`config.mk`:
```
export PLATFORM = sky130hd
export DESIGN_NAME = fwd_link_terminal_flat
export DESIGN_NICKNAME = d
export VERILOG_FILES = /design/src/logic/fwd_link_pkg.sv /design/src/logic/fwd_link_if.sv /design/src/logic/fwd_link_terminal.sv /design/src/flat_wrapper.sv
export SDC_FILE = /design/constraint.sdc
export NUM_CORES = 1
export LEC_CHECK = 0
export BUFFER_PORTS_ARGS = -buffer_cell sky130_fd_sc_hd__buf_2
export CAP_MARGIN = 40
export CORE_ASPECT_RATIO = 2
export CORE_MARGIN = 1.5
export CORE_UTILIZATION = 61
export CTS_BUF_LIST = sky130_fd_sc_hd__clkbuf_8
export CTS_CLUSTER_DIAMETER = 100
export CTS_CLUSTER_SIZE = 14
export DETAILED_ROUTE_END_ITERATION = 6
export GPL_ROUTABILITY_DRIVEN = 1
export GPL_TIMING_DRIVEN = 0
export PLACE_DENSITY_LB_ADDON = 0.15
export SYNTH_ARGS = -nofsm -noshare
export SYNTH_HDL_FRONTEND = slang
export SYNTH_SLANG_ARGS = --single-unit
```
`constraint.sdc`:
```
create_clock -name clock -period 4.7 [get_ports clock]
set_clock_uncertainty 0.1 [all_clocks]
set_input_delay 0.47 -clock clock [delete_from_list [all_inputs] [get_ports clock]]
set_output_delay 0.47 -clock clock [all_outputs]
set_load 0.01 [all_outputs]
```
`src/logic/fwd_link_pkg.sv`:
```
/*
  constants, types and the frame crc step shared by both ends of the forward link.
  assumes nothing of its surroundings.
*/
package fwd_link_pkg;
  localparam logic [7:0]  SYNC_PLAIN     = 8'h00;
  localparam logic [7:0]  SYNC_CRC       = 8'h01;
  localparam logic [15:0] CRC_BYTES      = 16'h0004;
  localparam logic [31:0] CRC_POLY       = 32'h04c11db7;
  localparam logic [31:0] CRC_INIT       = 32'hffffffff;
  localparam int          BUF_DEPTH      = 2;
  localparam int          HDR_START_BIT  = 7;
  localparam int          HDR_END_BIT    = 6;
  localparam int          HDR_LT_MSB     = 5;
  localparam int          HDR_LT_LSB     = 4;
  localparam int          HDR_LEN_MSB    = 3;
  localparam logic [3:0]  HDR_PAD_NIBBLE = 4'h0;
  localparam logic [1:0]  LT_HWID        = 2'h0;
  localparam logic [1:0]  LT_LINK        = 2'h1;
  localparam logic [1:0]  LT_NONE        = 2'h2;
  localparam logic [3:0]  LABEL_LEN_HWID = 4'h6;
  localparam logic [3:0]  LABEL_LEN_LINK = 4'h3;
  localparam logic [3:0]  LABEL_LEN_NONE = 4'h0;
  localparam logic [15:0] PT_NCR         = 16'h0081;
  localparam logic [15:0] PT_SIG         = 16'h0082;
  localparam logic [15:0] PT_CONN        = 16'h0083;
  localparam logic [15:0] PT_SEC         = 16'h0085;
  localparam logic [15:0] PT_ENC         = 16'h0086;
  localparam logic [15:0] PT_ETHER_MIN   = 16'h0600;
  localparam logic [15:0] PT_IPV4        = 16'h0800;
  localparam logic [15:0] MTU_SIG        = 16'h0fff;
  localparam logic [15:0] MTU_STD        = 16'h05dc;

  typedef enum logic [2:0] {CLS_NCR, CLS_SIG, CLS_CONN, CLS_SEC, CLS_ENC, CLS_ETHER} sdu_class_t;

  // msb first, no reflection, no final inversion
  function automatic logic [31:0] crc32_byte(input logic [31:0] crc, input logic [7:0] data);
    logic [31:0] c;
    c = crc ^ {data, 24'h000000};
    for (int i = 0; i < 8; i++) begin
      c = c[31] ? ((c << 1) ^ CRC_POLY) : (c << 1);
    end
    return c;
  endfunction
endpackage

```
`src/logic/fwd_link_if.sv`:
```
/*
  byte stream of baseband data fields from feeder to terminal.
  assumes both ends share one clock; sync and dfl are read with first.
*/
`timescale 1ns/1ns
interface fwd_link_if;
  logic        valid;
  logic        ready;
  logic        first;
  logic        last;
  logic [7:0]  data;
  logic [7:0]  sync;
  logic [15:0] data_field_length;

  modport feeder (output valid, first, last, data, sync, data_field_length, input ready);
  modport terminal (input valid, first, last, data, sync, data_field_length, output ready);
endinterface

```
`src/logic/fwd_link_terminal.sv`:
```
/*
  terminal end: checks frame sync and crc32, parses gse packets, filters by label, delivers sdus.
  assumes the feeder frames data fields on the link and the user drains sdu bytes with sduReady.
*/
// Notes on behaviour
// accept no-label, 3-byte and 6-byte labels mixed
// feeder never re-uses labels
// sync 0x00 frames accepted when enabled
// sync 0x01 frames carry trailing crc32
// crc32 is last four data-field bytes
// crc covers data field minus crc
// crc32 same as gse fragment crc
// signalling sdus up to 4095 bytes
// ipv4 management sdus up to 1500 bytes
// other sdus 1500 or larger admin limit
// label type 2 broadcast signalling, no label
// label type 0 carries hardware id
// 48-bit hardware id match means ours
// dispatch by the listed protocol types
// types from 0x600 are ethertypes
// unsupported protocol types silently dropped
// feeder limits unsupported protocol types
// label type 1 matches an interface address
// crc failure flags the frame's packets bad; code only pulses frameCrcError after the last byte
`timescale 1ns/1ns
module fwd_link_terminal #(
  parameter int NUM_IF = 2
) (
  input  wire logic                   clock,
  input  wire logic                   resetn,
  fwd_link_if.terminal                link,
  input  wire logic                   acceptPlain,
  input  wire logic [47:0]            hwId,
  input  wire logic [NUM_IF-1:0][23:0] linkAddr,
  input  wire logic [15:0]            mtuAdmin,
  input  wire logic                   sduReady,
  output logic                        sduValid,
  output logic [7:0]                  sduData,
  output logic                        sduFirst,
  output logic                        sduLast,
  output fwd_link_pkg::sdu_class_t    sduClass,
  output logic [$clog2(NUM_IF)-1:0]   sduIf,
  output logic                        frameDone,
  output logic                        frameCrcError,
  output logic                        frameRejected
);
  localparam int IFW = $clog2(NUM_IF);
  typedef enum logic [2:0] {S_HDR0, S_HDR1, S_PT0, S_PT1, S_LABEL, S_DATA, S_SKIP, S_PAD} parse_state_t;
  typedef logic [33:0] entry_t;

  entry_t       buf_q [fwd_link_pkg::BUF_DEPTH];
  logic         wrPtr_q, rdPtr_q, linkReady_q;
  logic [1:0]   count_q, countD;
  parse_state_t state_q, stateD;
  logic [7:0]   sync_q, ptHi_q;
  logic [15:0]  left_q, ptype_q;
  logic [31:0]  crcCalc_q, crcRx_q;
  logic         startEnd_q, firstPend_q;
  logic [1:0]   lt_q;
  logic [3:0]   lenHi_q, labLeft_q, labLen;
  logic [11:0]  gseLeft_q;
  logic [47:0]  label_q;
  logic         sduValid_q, sduFirst_q, sduLast_q, done_q, crcErr_q, rej_q;
  logic [7:0]   sduData_q;
  fwd_link_pkg::sdu_class_t sduClass_q, cls;
  logic [IFW-1:0] sduIf_q, hitIdx;
  logic           clsOk, addrOk;
  logic [NUM_IF-1:0] linkHit;

  // two-entry buffer: a stalled sdu consumer holds the link, no byte is lost
  wire         push  = link.valid && linkReady_q;
  wire         pop   = count_q != 2'h0 && (!sduValid_q || sduReady);
  wire entry_t head  = buf_q[rdPtr_q];
  wire         hFirst = head[33];
  wire         hLast  = head[32];
  wire [7:0]   hSync  = head[31:24];
  wire [15:0]  hDfl   = head[23:8];
  wire [7:0]   hByte  = head[7:0];

  assign countD = count_q + {1'b0, push} - {1'b0, pop};

  // frame level context; the first byte restarts it
  wire [7:0]   curSync   = hFirst ? hSync : sync_q;
  wire [15:0]  left      = hFirst ? hDfl : left_q;
  wire         hasCrc    = curSync == fwd_link_pkg::SYNC_CRC;
  wire         frameOk   = hasCrc || (curSync == fwd_link_pkg::SYNC_PLAIN && acceptPlain);
  wire         isCrcByte = hasCrc && left <= fwd_link_pkg::CRC_BYTES;
  wire         consume   = pop && frameOk && !isCrcByte;
  wire [31:0]  crcBase   = hFirst ? fwd_link_pkg::CRC_INIT : crcCalc_q;
  wire [31:0]  crcNext   = fwd_link_pkg::crc32_byte(crcBase, hByte);
  wire [31:0]  crcRxNext = {crcRx_q[23:0], hByte};
  wire         crcBad    = pop && hLast && hasCrc && crcRxNext != crcBase;

  // packet level decode
  wire parse_state_t st   = hFirst ? S_HDR0 : state_q;
  wire [11:0]  hdrLen     = {lenHi_q, hByte};
  wire         lenEnd     = gseLeft_q == 12'h001;
  wire [15:0]  ptypeNow   = (st == S_PT1) ? {ptHi_q, hByte} : ptype_q;
  wire [47:0]  labelNext  = {label_q[39:0], hByte};
  wire         decideNow  = (st == S_PT1 && labLen == fwd_link_pkg::LABEL_LEN_NONE) ||
                            (st == S_LABEL && labLeft_q == 4'h1);
  wire [15:0]  sduLen     = {4'h0, gseLeft_q - 12'h001};
  wire [15:0]  otherMtu   = mtuAdmin > fwd_link_pkg::MTU_STD ? mtuAdmin : fwd_link_pkg::MTU_STD;
  wire         mgmt       = lt_q == fwd_link_pkg::LT_LINK && hitIdx == '0 && ptypeNow == fwd_link_pkg::PT_IPV4;
  wire [15:0]  mtuLimit   = (cls == fwd_link_pkg::CLS_SIG) ? fwd_link_pkg::MTU_SIG :
                            mgmt ? fwd_link_pkg::MTU_STD : otherMtu;
  wire         accept     = addrOk && clsOk && sduLen <= mtuLimit;
  wire         hwHit      = labelNext == hwId;

  assign labLen = (lt_q == fwd_link_pkg::LT_HWID) ? fwd_link_pkg::LABEL_LEN_HWID :
                  (lt_q == fwd_link_pkg::LT_LINK) ? fwd_link_pkg::LABEL_LEN_LINK : fwd_link_pkg::LABEL_LEN_NONE;

  genvar gi;
  generate
    for (gi = 0; gi < NUM_IF; gi++) begin : g_if
      assign linkHit[gi] = labelNext[23:0] == linkAddr[gi];
    end
  endgenerate

  always_comb begin
    hitIdx = '0;
    for (int i = NUM_IF - 1; i >= 0; i--) begin
      if (linkHit[i]) begin
        hitIdx = IFW'(i);
      end
    end
  end

  // re-use type 3 never appears on this link, so it is simply dropped
  always_comb begin
    case (lt_q)
      fwd_link_pkg::LT_HWID: addrOk = hwHit;
      fwd_link_pkg::LT_LINK: addrOk = |linkHit;
      fwd_link_pkg::LT_NONE: addrOk = 1'b1;
      default:               addrOk = 1'b0;
    endcase
  end

  always_comb begin
    clsOk = 1'b1;
    case (ptypeNow)
      fwd_link_pkg::PT_NCR:  cls = fwd_link_pkg::CLS_NCR;
      fwd_link_pkg::PT_SIG:  cls = fwd_link_pkg::CLS_SIG;
      fwd_link_pkg::PT_CONN: cls = fwd_link_pkg::CLS_CONN;
      fwd_link_pkg::PT_SEC:  cls = fwd_link_pkg::CLS_SEC;
      fwd_link_pkg::PT_ENC:  cls = fwd_link_pkg::CLS_ENC;
      default: begin
        cls   = fwd_link_pkg::CLS_ETHER;
        clsOk = ptypeNow >= fwd_link_pkg::PT_ETHER_MIN;
      end
    endcase
  end

  always_comb begin
    stateD = st;
    case (st)
      S_HDR0:  stateD = (hByte[7:4] == fwd_link_pkg::HDR_PAD_NIBBLE) ? S_PAD : S_HDR1;
      S_HDR1:  stateD = (hdrLen == 12'h000) ? S_HDR0 : (startEnd_q ? S_PT0 : S_SKIP);
      S_PT0:   stateD = S_PT1;
      S_PT1:   stateD = decideNow ? (accept ? S_DATA : S_SKIP) : S_LABEL;
      S_LABEL: stateD = decideNow ? (accept ? S_DATA : S_SKIP) : S_LABEL;
      S_DATA:  stateD = S_DATA;
      S_SKIP:  stateD = S_SKIP;
      S_PAD:   stateD = S_PAD;
      default: stateD = S_HDR0;
    endcase
    if (st != S_HDR0 && st != S_HDR1 && st != S_PAD && lenEnd) begin
      stateD = S_HDR0;
    end
  end

  assign link.ready    = linkReady_q;
  assign sduValid      = sduValid_q;
  assign sduData       = sduData_q;
  assign sduFirst      = sduFirst_q;
  assign sduLast       = sduLast_q;
  assign sduClass      = sduClass_q;
  assign sduIf         = sduIf_q;
  assign frameDone     = done_q;
  assign frameCrcError = crcErr_q;
  assign frameRejected = rej_q;

  always_ff @(posedge clock) begin
    if (push) begin
      buf_q[wrPtr_q] <= {link.first, link.last, link.sync, link.data_field_length, link.data};
    end
  end

  always_ff @(posedge clock) begin
    if (!resetn) begin
      count_q     <= 2'h0;
      wrPtr_q     <= 1'b0;
      rdPtr_q     <= 1'b0;
      linkReady_q <= 1'b0;
    end else begin
      count_q     <= countD;
      wrPtr_q     <= wrPtr_q ^ push;
      rdPtr_q     <= rdPtr_q ^ pop;
      linkReady_q <= countD != 2'(fwd_link_pkg::BUF_DEPTH);
    end
  end

  always_ff @(posedge clock) begin
    if (pop) begin
      sync_q    <= curSync;
      left_q    <= left - 16'h0001;
      crcCalc_q <= (frameOk && !isCrcByte) ? crcNext : crcBase;
      crcRx_q   <= isCrcByte ? crcRxNext : crcRx_q;
      state_q   <= consume ? stateD : st;
    end
    if (consume) begin
      gseLeft_q <= gseLeft_q - 12'h001;
      case (st)
        S_HDR0: begin
          startEnd_q <= hByte[fwd_link_pkg::HDR_START_BIT] & hByte[fwd_link_pkg::HDR_END_BIT];
          lt_q       <= hByte[fwd_link_pkg::HDR_LT_MSB:fwd_link_pkg::HDR_LT_LSB];
          lenHi_q    <= hByte[fwd_link_pkg::HDR_LEN_MSB:0];
        end
        S_HDR1:  gseLeft_q <= hdrLen;
        S_PT0:   ptHi_q <= hByte;
        S_PT1: begin
          ptype_q   <= ptypeNow;
          labLeft_q <= labLen;
        end
        S_LABEL: begin
          label_q   <= labelNext;
          labLeft_q <= labLeft_q - 4'h1;
        end
        default: ;
      endcase
      if (decideNow) begin
        sduClass_q  <= cls;
        sduIf_q     <= hitIdx;
        firstPend_q <= 1'b1;
      end
    end
    if (consume && st == S_DATA) begin
      sduValid_q  <= 1'b1;
      sduData_q   <= hByte;
      sduFirst_q  <= firstPend_q;
      sduLast_q   <= lenEnd || hLast;
      firstPend_q <= 1'b0;
    end else if (sduReady) begin
      sduValid_q <= 1'b0;
    end
    done_q   <= pop && hLast;
    crcErr_q <= crcBad;
    rej_q    <= pop && hFirst && !frameOk;
    if (!resetn) begin
      state_q     <= S_HDR0;
      sync_q      <= 8'h00;
      left_q      <= 16'h0000;
      crcCalc_q   <= fwd_link_pkg::CRC_INIT;
      crcRx_q     <= 32'h00000000;
      gseLeft_q   <= 12'h000;
      startEnd_q  <= 1'b0;
      lt_q        <= 2'h0;
      lenHi_q     <= 4'h0;
      ptHi_q      <= 8'h00;
      ptype_q     <= 16'h0000;
      labLeft_q   <= 4'h0;
      label_q     <= 48'h000000000000;
      firstPend_q <= 1'b0;
      sduValid_q  <= 1'b0;
      sduData_q   <= 8'h00;
      sduFirst_q  <= 1'b0;
      sduLast_q   <= 1'b0;
      sduClass_q  <= fwd_link_pkg::CLS_NCR;
      sduIf_q     <= '0;
      done_q      <= 1'b0;
      crcErr_q    <= 1'b0;
      rej_q       <= 1'b0;
    end
  end
endmodule

```
`src/flat_wrapper.sv`:
```
// flat-port wrapper written by rule: the top's interface ports become plain ports
module fwd_link_terminal_flat 
#(
  parameter int NUM_IF = 2
)
  (clock, resetn, acceptPlain, hwId, linkAddr, mtuAdmin, sduReady, sduValid, sduData, sduFirst, sduLast, sduClass, sduIf, frameDone, frameCrcError, frameRejected, link_valid, link_first, link_last, link_data, link_sync, link_data_field_length, link_ready);
  fwd_link_if link_i ();
  input  wire logic clock;
  input  wire logic resetn;
  input  wire logic acceptPlain;
  input  wire logic [47:0] hwId;
  input  wire logic [NUM_IF-1:0][23:0] linkAddr;
  input  wire logic [15:0] mtuAdmin;
  input  wire logic sduReady;
  output logic sduValid;
  output logic [7:0] sduData;
  output logic sduFirst;
  output logic sduLast;
  output fwd_link_pkg::sdu_class_t sduClass;
  output logic [$clog2(NUM_IF)-1:0] sduIf;
  output logic frameDone;
  output logic frameCrcError;
  output logic frameRejected;
  input wire logic [$bits(link_i.valid)-1:0] link_valid;
  input wire logic [$bits(link_i.first)-1:0] link_first;
  input wire logic [$bits(link_i.last)-1:0] link_last;
  input wire logic [$bits(link_i.data)-1:0] link_data;
  input wire logic [$bits(link_i.sync)-1:0] link_sync;
  input wire logic [$bits(link_i.data_field_length)-1:0] link_data_field_length;
  output wire logic [$bits(link_i.ready)-1:0] link_ready;
  assign link_i.valid = link_valid;
  assign link_i.first = link_first;
  assign link_i.last = link_last;
  assign link_i.data = link_data;
  assign link_i.sync = link_sync;
  assign link_i.data_field_length = link_data_field_length;
  assign link_ready = link_i.ready;
  fwd_link_terminal #(.NUM_IF(NUM_IF)) u_core (.clock(clock), .resetn(resetn), .link(link_i), .acceptPlain(acceptPlain), .hwId(hwId), .linkAddr(linkAddr), .mtuAdmin(mtuAdmin), .sduReady(sduReady), .sduValid(sduValid), .sduData(sduData), .sduFirst(sduFirst), .sduLast(sduLast), .sduClass(sduClass), .sduIf(sduIf), .frameDone(frameDone), .frameCrcError(frameCrcError), .frameRejected(frameRejected));
endmodule
```
# Word-level counts from Yosys, hierarchy flattened
# Memory sizes are Yosys's and may differ from the RTL's. A register that Yosys moved wholly into a read port is not among the register bits.
# Cells that the tools add are included.
# word_totals
input_bits	151
mem_count	1
word_cells	166
reg_bits	194
mem_bits_rw	68
output_inout_bits	19
# op_classes
order_cmp	4
reduce_logical	50
n_addsub	5
n_eq_ne	26
n_bitwise	14
mux	39
# mem_list
memory	words	word_bits	read_ports	rd_clocked_by_memory_dff	write_ports	line_no	text
u_core.buf_q	2	34	1	1	1	fwd_link_terminal.sv:51	entry_t buf_q [fwd_link_pkg::BUF_DEPTH];
# op_table
operator	n
27-bit two-way mux	8
14-bit inverter	8
16-bit by 8-bit == test with 1-bit output (second input constant)	5
16-bit two-way mux	5
32-bit two-way mux	2
24-bit == test	2
48-bit == test	1
32-bit inequality test	1
32-bit XOR	1
1-bit logical AND	22
3-bit two-way mux	7
3-bit one-hot mux with 7 select lines	1
16-bit by 12-bit == test with 1-bit output (second input constant)	1
16-bit by 11-bit greater-or-equal comparator with 1-bit output (second input constant)	1
16-bit by 11-bit > comparator with 1-bit output (second input constant)	1
12-bit by 16-bit less-or-equal comparator with 1-bit output	1
16-bit by 3-bit less-or-equal comparator with 1-bit output (second input constant)	1
16-bit by 1-bit subtractor with 16-bit output (second input constant)	1
3-bit one-hot mux with 5 select lines	1
2-bit AND reduction	7
12-bit by 1-bit == test with 1-bit output (second input constant)	1
3-bit == test (second input constant)	4
12-bit zero test	1
12-bit two-way mux	1
32 further kinds	54

# Longest topological paths before layout
# Gate-level depths: netlist of the first run.
# depth
depth_word	19
mapped_depth	21

# Worst setup path after synthesis of the first run
# OpenSTA, ideal clock, no wires.
# synth_path
path_type	reg-to-reg
start	register (tool-made name)
end	register u_core.state_q[0]
path_slack_ps	388
t_arrival_ps	4123
required_ps	4512
path_stages_with_launch	21
path_buffers	4
cell_sequence	dfxtp_1 -> buf_2 -> buf_4 -> buf_6 -> buf_6 -> mux2_2 -> xnor2_1 -> nand4_1 -> nor3_1 -> o211ai_1 -> and2_1 -> a21boi_0 -> ha_1 -> nor2b_1 -> o21a_1 -> o21a_1 -> o21ai_0 -> a211oi_1 -> a2bb2oi_1 -> o41a_1 -> o32ai_2
# synth_rtl
item	line_no	text
to (signal assigned)	fwd_link_terminal.sv:209	state_q <= consume ? stateD : st;
to (decl)	fwd_link_terminal.sv:54	parse_state_t state_q, stateD;

==> impl_metrics.tcl, run 1 <==
set metrics [dict create \
    outcome "finished clean" \
    ys_warn_count 0 \
    grt_max_degree 35 \
    clockPowerShare_pct 16.4 \
    preCtsSetupSlack_ns -0.684 \
    fin_crit_sh_pct 96.2 \
    power_mw 7.33 \
    cp-end-kind "flip-flop" \
    grt_antenna_before_repair 1 \
    cp_slowest_cell "o41a_1" \
    initial_core_util_pct 61.9 \
    max-vdd-ir-drop_mv 0.374 \
    drtIter0Drc 799 \
    cp_cell_sequence "mux2_4 > buf_4 > nor4_4 > buf_4 > buf_2 > nand3_1 > o21ai_0 > nand3_1 > buf_4 > nand2_2 > nor2_1 > ha_1 > and4_1 > nand2_1 > nor3_2 > a211oi_1 > a2bb2oi_1 > o41a_1 > o32ai_2" \
    grt_pass1_wl_um 67800 \
    fmax_ghz 0.221 \
    clk_latency_ns 0.59 \
    setup_viol 0 \
    crit_top_cell "buf_4" \
    wire_per_inst_um 22.1 \
    grtUsageTotal_pct 36.1 \
    synth.distinct_cells 78 \
    drtPass1Iterations 5 \
    wl_um 44700 \
    area_growth_pct 15.6 \
    cts.sinks 263 \
    power_density_mw_per_mm2 443 \
    seq_power_share_pct 36.6 \
    cp_slowest_stage_delay_ns 0.44 \
    area.sequential_mm2 0.00595 \
    cp.buffers_inverters 4 \
    finalHoldViolations 0 \
    clk_pin_slew_ns 0.09 \
    syn_nets 1657 \
    setup_ws_ns 0.176 \
    netlist_instances 1484 \
    critical-path-top-delay-family "simple AND/OR/NAND/NOR gates" \
    die_w_um 111 \
    maxCapViolCount 0 \
    avgViaCountPerCell 6.09 \
    yosysSeqAreaShare_pct 41.5 \
    synth_seq_cells 263 \
    synth-edff-count 68 \
    fp.dieH_um 220 \
    ant_nets 0 \
    dp.cells 1939 \
    drv_slew 0 \
    switching_share_pct 39.7 \
    syn_avg_cell_area_um2 9.64 \
    p_int_mw 4.42 \
    gp_congestion 1.01 \
    cts_buffers 22 \
    multi_input_area_mm2 0.00790 \
    combPwrFrac_pct 47.0 \
    worstPathRequired_ns 5.09 \
    final_layout_size_suffix_gt1_share_pct 18.7 \
    max_slew.worst_pin.slew_ns 0.918 \
    crit_type "flip-flop to flip-flop" \
    crit_path_max_fanout 10 \
    cts_buffer_depth 3 \
    period_minus_slack_ns 4.52 \
    async_flop_share_pct 0 \
    yosysTopAreaCellShare_pct 27.3 \
    slew_headroom_pct 38.8 \
    synthFlopType "dfxtp_1" \
    fin_nets 1905 \
    hpwl_um 33700 \
    synth_area_leaders "dfxtp_1 (27%), edfxtp_1 (14%), xnor2_1 (8.0%)" \
    grt-ovfl-total 0 \
    cts_tree "yes" \
    crit_path_start_kind "flip-flop" \
    fin_cells 2023 \
    dr_total_vias 12300 \
    final_cell_mix "dfxtp_1 (194), buf_2 (190), nand2_1 (159)" \
    drcViolationCount 0 \
    layout.cells.most_common "dfxtp_1" \
    cts_root_buf "clkbuf_8" \
    die_area_mm2 0.0244 \
    io_buffers 168 \
    p_switching_mw 2.91 \
    synth_area_mm2 0.0143 \
    core-area_mm2 0.0231 \
    fillers 1839 \
    placementRows 79 \
    cp_data_arrival_time_ns 4.91 \
    ctsHtreeMaxLevel 1 \
    grt_pass1_vias 12600 \
    yosysTopAreaCell "dfxtp_1" \
    io_pins 170 \
    p_leak_nw 6.78 \
    antenna_cells 0 \
    hold_class "primary input to flip-flop" \
]
-- worst reg2reg max path, delay by kind of cell (launching register included) --
kind	cells	cell delay [ns]
AO/OA/AOI/OAI	5	1.12
multiplexers	1	0.38
buffers and inverters	4	0.87
flip-flops	1	0.40
adder cells (fa/ha/maj)	1	0.27
AND/OR/NAND/NOR	8	1.32
-- cell usage after synthesis, types with 30 or more instances --
library cell	n
nor2_1	98
nor4_1	34
edfxtp_1	68
a21oi_1	45
nor2b_1	56
o211a_1	55
nand2_1	160
xnor2_1	130
clkbuf_1	63
xor2_1	79
a21boi_1	36
o21ai_0	30
mux2i_1	36
dfxtp_1	195
-- flip-flops by register name (all words and copies together), names as in the netlist, 2 cells and up, named ones only --
register,cells
u_core.ptHi_q,8
u_core.buf_q,68
u_core.labLeft_q,4
u_core.count_q,2
u_core.sduData,8
u_core.state_q,3
u_core.ptype_q,16
u_core.gseLeft_q,12
u_core.lt_q,2
u_core.sync_q,8
u_core.sduClass,3
u_core.crcCalc_q,32
u_core.crcRx_q,24
u_core.label_q,40
u_core.left_q,16
u_core.lenHi_q,4
-- cells by family after synthesis --
logic type,synth area share (%)
AO/OA/AOI/OAI,15.8
XOR/XNOR,13.9
adder cells (fa/ha/maj),1.92
buffers and inverters,3.99
flip-flops,41.5
multiplexers,4.80
AND/OR/NAND/NOR,18.0
-- layout make-up --
type	count	area share, %
clock inverter	9	0.212
tap	283	2.14
timing repair buffer	228	8.49
buffer	102	3.24
multi-input combinational	1100	47.7
sequential	263	36.0
clock buffer	23	1.91
inverter	15	0.340
-- through the flow --
stage	TNS (ns)	hold WS, ns	instance area, um2	utilization, %
finish	0	0.0220	16500	71.5
global route	-0.0252	0.00296	16500	71.5
CTS	0	0.000693	16400	71.0
detailed placement	-1.15	0.359	15600	67.3
global placement	-1.07	0.354	15500	67.0
floorplan	0	0.343	14300	-
-- path summary, 6_finish.rpt --
path / startpoint / endpoint / slack (ns) / cells past startpoint
worst min-delay path: link_data[7] / u_core.buf_q[1][7]$_DFFE_PP_ / 0.02 / 1
worst max-delay path: flip-flop / u_core.state_q[0]$_SDFFE_PN0P_ / 0.18 / 19
worst max register to register: flip-flop / u_core.state_q[0]$_SDFFE_PN0P_ / 0.18 / 19
worst min register to register: u_core.label_q[37]$_SDFFE_PN0P_ / u_core.label_q[37]$_SDFFE_PN0P_ / 0.37 / 2
-- power by group through the flow --
stage / Clock (mW) / Sequential (mW) / Combinational, mW
after global placement: 0 / 2.72 / 3.16
after global routing: 1.29 / 2.70 / 3.66
after floorplan: 0 / 2.69 / 2.31
final: 1.20 / 2.68 / 3.45
after CTS: 1.21 / 2.67 / 3.33
after detailed placement: 0 / 2.72 / 3.21
-- metal layers --
metal	wire length, um	vias to the layer above	GRT usage [%]
met3	2260	194	5.03
met2	23900	506	69.7
met1	14900	5873	34.4
met5	15	-	0
li1	-	5743	-
met4	3640	2	25.5
-- repair_timing --
action                                  in CTS  in global routing
resized for setup                           18                 14
endpoints found under the hold margin       62                  3
endpoints found under the setup margin       2                  2
setup buffers                               16                  7
gates cloned                                 0                  1
pin swaps                                    5                  5
hold buffers                                31                  2
(Power assumes the default switching activity.)
==> run 2, diff against run 1 <==
Settings changed: ABC_AREA set to 1.
==> impl_metrics.tcl, run 2 <==
set metrics [dict create \
    rsz0062_at_grt "no" \
    slew_headroom_pct 44.1 \
    setup_tns_ns 0 \
    wire_per_inst_um 18.2 \
    cts_root_buf "clkbuf_8" \
    die_w_um 112 \
    crit_path_max_fanout 10 \
    die_area_mm2 0.0247 \
    critical-path-top-delay-family "simple AND/OR/NAND/NOR gates" \
    grt_antenna_before_repair 1 \
    syn_nets 2077 \
    synth_common_cells "nand2_1 (396), nor2_1 (256), dfxtp_1 (195), inv_1 (155), o21ai_0 (147)" \
    maxCapViolCount 0 \
    cts_tree "yes" \
    r2r_cells 28 \
    ant_nets 0 \
    async_flop_share_pct 0 \
    cts.sinks 263 \
    syn_avg_cell_area_um2 7.61 \
    fillers 2007 \
    cp.buffers_inverters 5 \
    drv_slew 0 \
    cp_data_arrival_time_ns 4.79 \
    cts_buffer_depth 3 \
    cts_buffers 22 \
    crit_end "u_core.state_q[1]$_SDFFE_PN0P_" \
    yosysTopAreaCellShare_pct 27.0 \
    reg.largest.list "u_core.buf_q (68), u_core.label_q (40), u_core.crcCalc_q (32)" \
    grt_pass1_wl_um 69100 \
    synth.distinct_cells 52 \
    violations "DRC" \
    clk_latency_ns 0.60 \
    synth_area_mm2 0.0145 \
    synth-edff-count 68 \
    worstPathRequired_ns 5.13 \
    synth_area_leaders "dfxtp_1 (27%), edfxtp_1 (14%), nand2_1 (10%)" \
    drtPass1Iterations 7 \
    grt_pass1_vias 13500 \
    clk_pin_slew_ns 0.10 \
    avgViaCountPerCell 5.65 \
    grtUsageTotal_pct 35.5 \
    hpwl_um 32800 \
    yosysSeqAreaShare_pct 41.1 \
    period_minus_slack_ns 4.36 \
    antenna_cells 0 \
    dpl_cell_area_mm2 0.0157 \
    cp_slowest_cell "dfxtp_1" \
    largest-register "u_core.buf_q" \
    largest_register_ffs 68 \
    setup_viol 0 \
    layout.cells.most_common "nand2_1" \
    fp.dieH_um 221 \
    max_slew.worst_pin.slew_ns 0.838 \
    final_layout_size_suffix_gt1_share_pct 14.1 \
    io_pins 170 \
    synthFlopType "dfxtp_1" \
    fmax_ghz 0.229 \
    p_leak_nw 7.25 \
    cp_slowest_stage_delay_ns 0.34 \
    crit_type "flip-flop to flip-flop" \
    crit_top_cell "nand2_1" \
    crit_path_start_kind "flip-flop" \
    outcome "finished with violations" \
    wl_um 44200 \
    ctsHtreeMaxLevel 1 \
    grt_max_degree 35 \
    fin_crit_sh_pct 92.8 \
    drtIter0Drc 1088 \
    worst-path-stages 28 \
    r2r-end "u_core.state_q[1]$_SDFFE_PN0P_" \
    fin_nets 2308 \
    finalHoldViolations 0 \
    final_cell_mix "nand2_1 (394), nor2_1 (256), dfxtp_1 (195)" \
    netlist_instances 1904 \
    hold_class "primary input to flip-flop" \
    initial_core_util_pct 62.1 \
    design_area_mm2 0.0164 \
    ys_warn_count 0 \
    dr_total_vias 13700 \
    placementRows 79 \
    io_buffers 169 \
    max-vdd-ir-drop_mv 0.428 \
    power_density_mw_per_mm2 546 \
    area_growth_pct 13.4 \
    grt-ovfl-total 0 \
    hold_start "sduReady" \
    core-area_mm2 0.0233 \
    gp_congestion 0.942 \
    synth_seq_cells 263 \
    whs_ns 0.177 \
    synth_most_common_cell "nand2_1" \
    cp-end-kind "flip-flop" \
    yosysTopAreaCell "dfxtp_1" \
    drcViolationCount 2 \
    rrSetupSlack_ns 0.34 \
]
## run 2: cell types whose count changed in the layout (fill, tap and decap cells not counted), moves of 28 or more
cell	delta
inv_1	+139
nor2b_1	-56
a21oi_1	+85
xor2_1	+28
mux2i_1	-32
o21ai_0	+117
nor2_1	+158
xnor2_1	-54
nand2_1	+235
nand3_1	+35
a21boi_1	-37
o211a_1	-55
## run 2: cell families (layout without fill, tap and decap cells)
| group | Yosys count | after routing | share of synthesized area [%] |
|---|---|---|---|
| adder cells (fa/ha/maj) | 22 | 22 | 1.90 |
| flip-flops | 263 | 263 | 41.1 |
| AND/OR/NAND/NOR | 810 | 810 | 23.4 |
| multiplexers | 1 | 1 | 0.0691 |
| AO/OA/AOI/OAI | 358 | 358 | 13.4 |
| buffers and inverters | 255 | 492 | 7.38 |
| XOR/XNOR | 195 | 195 | 12.8 |
## run 2: through the flow
step	utilization [%]	cells	total power [mW]	setup WS (ns)
2_1_floorplan	-	1904	6.34	1.32
3_3_place_gp	67.2	2356	7.51	0.243
3_5_place_dp	67.3	2357	7.60	0.193
4_1_cts	70.2	2421	8.81	0.161
5_1_grt	70.4	2424	9.50	0.00671
6_report	70.4	2424	8.96	0.338
## run 2: worst min-delay path by stage
stage | depth (start not counted) | slack [ns] | endpoint
after global placement | 2 | 0.33 | u_core.sduClass[1]$_SDFFE_PN0P_
after global routing | 3 | 0.19 | u_core.sduValid$_SDFFE_PN0P_
after detailed placement | 1 | 0.34 | flip-flop
final | 3 | 0.18 | u_core.sduValid$_SDFFE_PN0P_
after floorplan | 1 | 0.33 | flip-flop
after CTS | 3 | 0.16 | u_core.sduValid$_SDFFE_PN0P_
## run 2: cell type report
| cell class | instances | area [um2] | area share, % |
|---|---|---|---|
| repair buffers | 207 | 1210 | 7.39 |
| plain buffers | 91 | 463 | 2.82 |
| clock inverters | 7 | 27.5 | 0.168 |
| inverters | 164 | 619 | 3.77 |
| flip-flops and latches | 263 | 5950 | 36.2 |
| clock buffers | 23 | 317 | 1.93 |
| well taps | 283 | 354 | 2.16 |
| multi-input cells | 1386 | 7490 | 45.6 |
## run 2: power breakdown
part	switching, mW	internal (mW)
logic	3.21	1.65
clock network	0.772	0.446
registers	0.188	2.69
## run 2: what timing repair did
action | CTS | global route
resized for setup | 0 | 14
hold buffers | 34 | 0
endpoints found under the setup margin | 0 | 2
endpoints found under the hold margin | 68 | 0
setup buffers | 0 | 3
## run 2: worst min-delay path, cell delays in order
cell and delay, ns:
buf_2 0.10, nor2_1 0.06, o21a_1 0.17
## run 2: per-layer routing
metal	track usage (%)	up-vias	part of all wire, %
met1	38.8	6306	36
li1	-	6641	-
met4	22.6	2	6.9
met2	64.1	596	51
met5	0	-	0.027
met3	4.55	160	6.1
==> run 3, diff against run 2 <==
--- a/config.mk
+++ b/config.mk
@@ -19,4 +19,5 @@
 export GPL_TIMING_DRIVEN = 0
 export PLACE_DENSITY_LB_ADDON = 0.15
+export RECOVER_POWER = 100
 export SYNTH_ARGS = -nofsm -noshare
 export SYNTH_HDL_FRONTEND = slang
==> constraint.sdc (replaced) <==
create_clock -name clock -period 4.7 [get_ports clock]
set_clock_uncertainty 0.1 [all_clocks]
set_input_delay 1.41 -clock clock [delete_from_list [all_inputs] [get_ports clock]]
set_output_delay 1.41 -clock clock [all_outputs]
set_load 0.01 [all_outputs]
==> impl_metrics.tcl, run 3 (same netlist as run 2, synthesis figures left out) <==
set metrics [dict create \
    cts_tree "yes" \
    clk_latency_ns 0.59 \
    wl_um 42900 \
    reg.largest.list "u_core.buf_q (68), u_core.label_q (40), u_core.crcCalc_q (32)" \
    fin_crit_sh_pct 93.0 \
    largest_register_ffs 68 \
    fmax_ghz 0.229 \
    cp_slowest_cell "dfxtp_1" \
    final_cell_mix "nand2_1 (396), nor2_1 (259), dfxtp_1 (195)" \
    cp_slowest_stage_delay_ns 0.34 \
    route.met2.wl_um 21600 \
    power_density_mw_per_mm2 556 \
    cts.sinks 263 \
    rrSetupSlack_ns 0.33 \
    wire_per_inst_um 18.0 \
    power_mw 8.88 \
    layout.cells.most_common "nand2_1" \
    rsz0062_at_grt "no" \
    violations "DRC, capacitance limit, slew limit" \
    finalHoldViolations 0 \
    largest-register "u_core.buf_q" \
    setup_tns_ns 0 \
    fp.dieH_um 221 \
    maxCapViolCount 2 \
    avgViaCountPerCell 5.63 \
    worstPathRequired_ns 5.13 \
    die_area_mm2 0.0247 \
    grt_pass1_wl_um 67000 \
    setup_viol 0 \
    top_layer "met5" \
    drcViolationCount 2 \
    wl_met1_um 15600 \
    crit_type "flip-flop to flip-flop" \
    die_w_um 112 \
    drtIter0Drc 1022 \
    cp_data_arrival_time_ns 4.81 \
    grt_pass1_vias 13200 \
    dr_wl_met3_um 2740 \
    critical-path-top-delay-family "simple AND/OR/NAND/NOR gates" \
    initial_core_util_pct 62.1 \
    cts_buffer_depth 3 \
    area_growth_pct 10.4 \
    grt_max_degree 35 \
    crit_top_cell "nand2_1" \
    core-area_mm2 0.0233 \
    final_layout_size_suffix_gt1_share_pct 11.9 \
    crit_path_max_fanout 10 \
    outcome "finished with violations" \
    antenna_cells 0 \
    grtUsageTotal_pct 34.4 \
    cp.buffers_inverters 5 \
    drv_slew 70 \
    gp_congestion 0.942 \
    max_slew.worst_pin.slew_ns 1.52 \
    clk_pin_slew_ns 0.10 \
    cp-end-kind "flip-flop" \
    fin_nets 2274 \
    hpwl_um 32800 \
    slew_headroom_pct -1.63 \
    max-vdd-ir-drop_mv 0.402 \
    ant_nets 0 \
    ctsHtreeMaxLevel 1 \
    area.sequential_mm2 0.00595 \
    dr_total_vias 13400 \
    multi_input_area_mm2 0.00745 \
    cts_root_buf "clkbuf_8" \
    hold_class "flip-flop to flip-flop" \
    fillers 2126 \
    cts_buffers 22 \
    period_minus_slack_ns 4.37 \
    grt_antenna_before_repair 1 \
    crit_path_start_kind "flip-flop" \
    p_leak_nw 6.96 \
    io_pins 170 \
    drtPass1Iterations 7 \
    grt-ovfl-total 0 \
    ctsHoldBuffers 0 \
    io_buffers 169 \
    placementRows 79 \
]
==> run 3: cell count changes in the layout (fill, tap and decap cells not counted), moves of 3 or more <==
| cell | before | now |
|---|---|---|
| buf_2 | 190 | 145 |
| clkbuf_1 | 50 | 92 |
| clkbuf_2 | 2 | 9 |
| dlygate4sd3_1 | 34 | 0 |
| inv_1 | 161 | 164 |
| inv_2 | 7 | 4 |
| nor2_1 | 256 | 259 |
| o21ai_0 | 147 | 155 |
| o21ai_1 | 23 | 15 |
==> run 3: worst register-to-register path: cells and delay by family, from the launching register on <==
| kind | cells | cell delay (ns) |
|---|---|---|
| and+or+nand+nor | 17 | 2.05 |
| DFF | 1 | 0.34 |
| adders and majority gates | 1 | 0.31 |
| AOI/OAI and AO/OA | 5 | 0.73 |
| buffers and inverters | 5 | 0.81 |
==> run 3: final timing paths <==
path	startpoint	to	cells after the start
max	flip-flop	u_core.state_q[1]$_SDFFE_PN0P_	28
min	u_core.rdPtr_q$_SDFF_PN0_	u_core.rdPtr_q$_SDFF_PN0_	1
max reg2reg	flip-flop	u_core.state_q[1]$_SDFFE_PN0P_	28
min reg2reg	u_core.rdPtr_q$_SDFF_PN0_	u_core.rdPtr_q$_SDFF_PN0_	1
==> run 3: power breakdown <==
group	internal, mW	switching (mW)
Combinational	1.62	3.18
Clock	0.446	0.765
Sequential	2.69	0.183
Total	4.76	4.12
==> run 3: repair_timing <==
action,CTS,global route
setup buffers,0,3
setup endpoints to repair,0,2
gates resized for setup,0,13
==> run 3: final cells by class <==
type,count,share of cell area (%)
buffer,91,2.76
clock buffer,23,1.98
clock inverter,7,0.172
inverter,164,3.88
multi-input combinational,1386,46.6
sequential,263,37.2
tap,283,2.22
timing repair buffer,173,5.18
==> run 3: per-layer routing <==
metal  vias up  GRT usage, %
li1       6567             -
met2       587          61.6
met4         2          22.6
met5         -             0
met3       155          4.14
met1      6136          38.1
==> run 3: per-stage QoR <==
stage	hold WS, ns	utilization [%]	cells	setup slack, ns	area [um2]
2_1_floorplan	0.326	-	1904	0.891	14500
3_3_place_gp	0.331	67.2	2356	-0.0134	15700
3_5_place_dp	0.345	67.3	2357	-0.0583	15700
4_1_cts	0.362	68.7	2387	0.161	16000
5_1_grt	0.380	68.5	2390	0.00654	16000
6_report	0.363	68.5	2390	0.327	16000
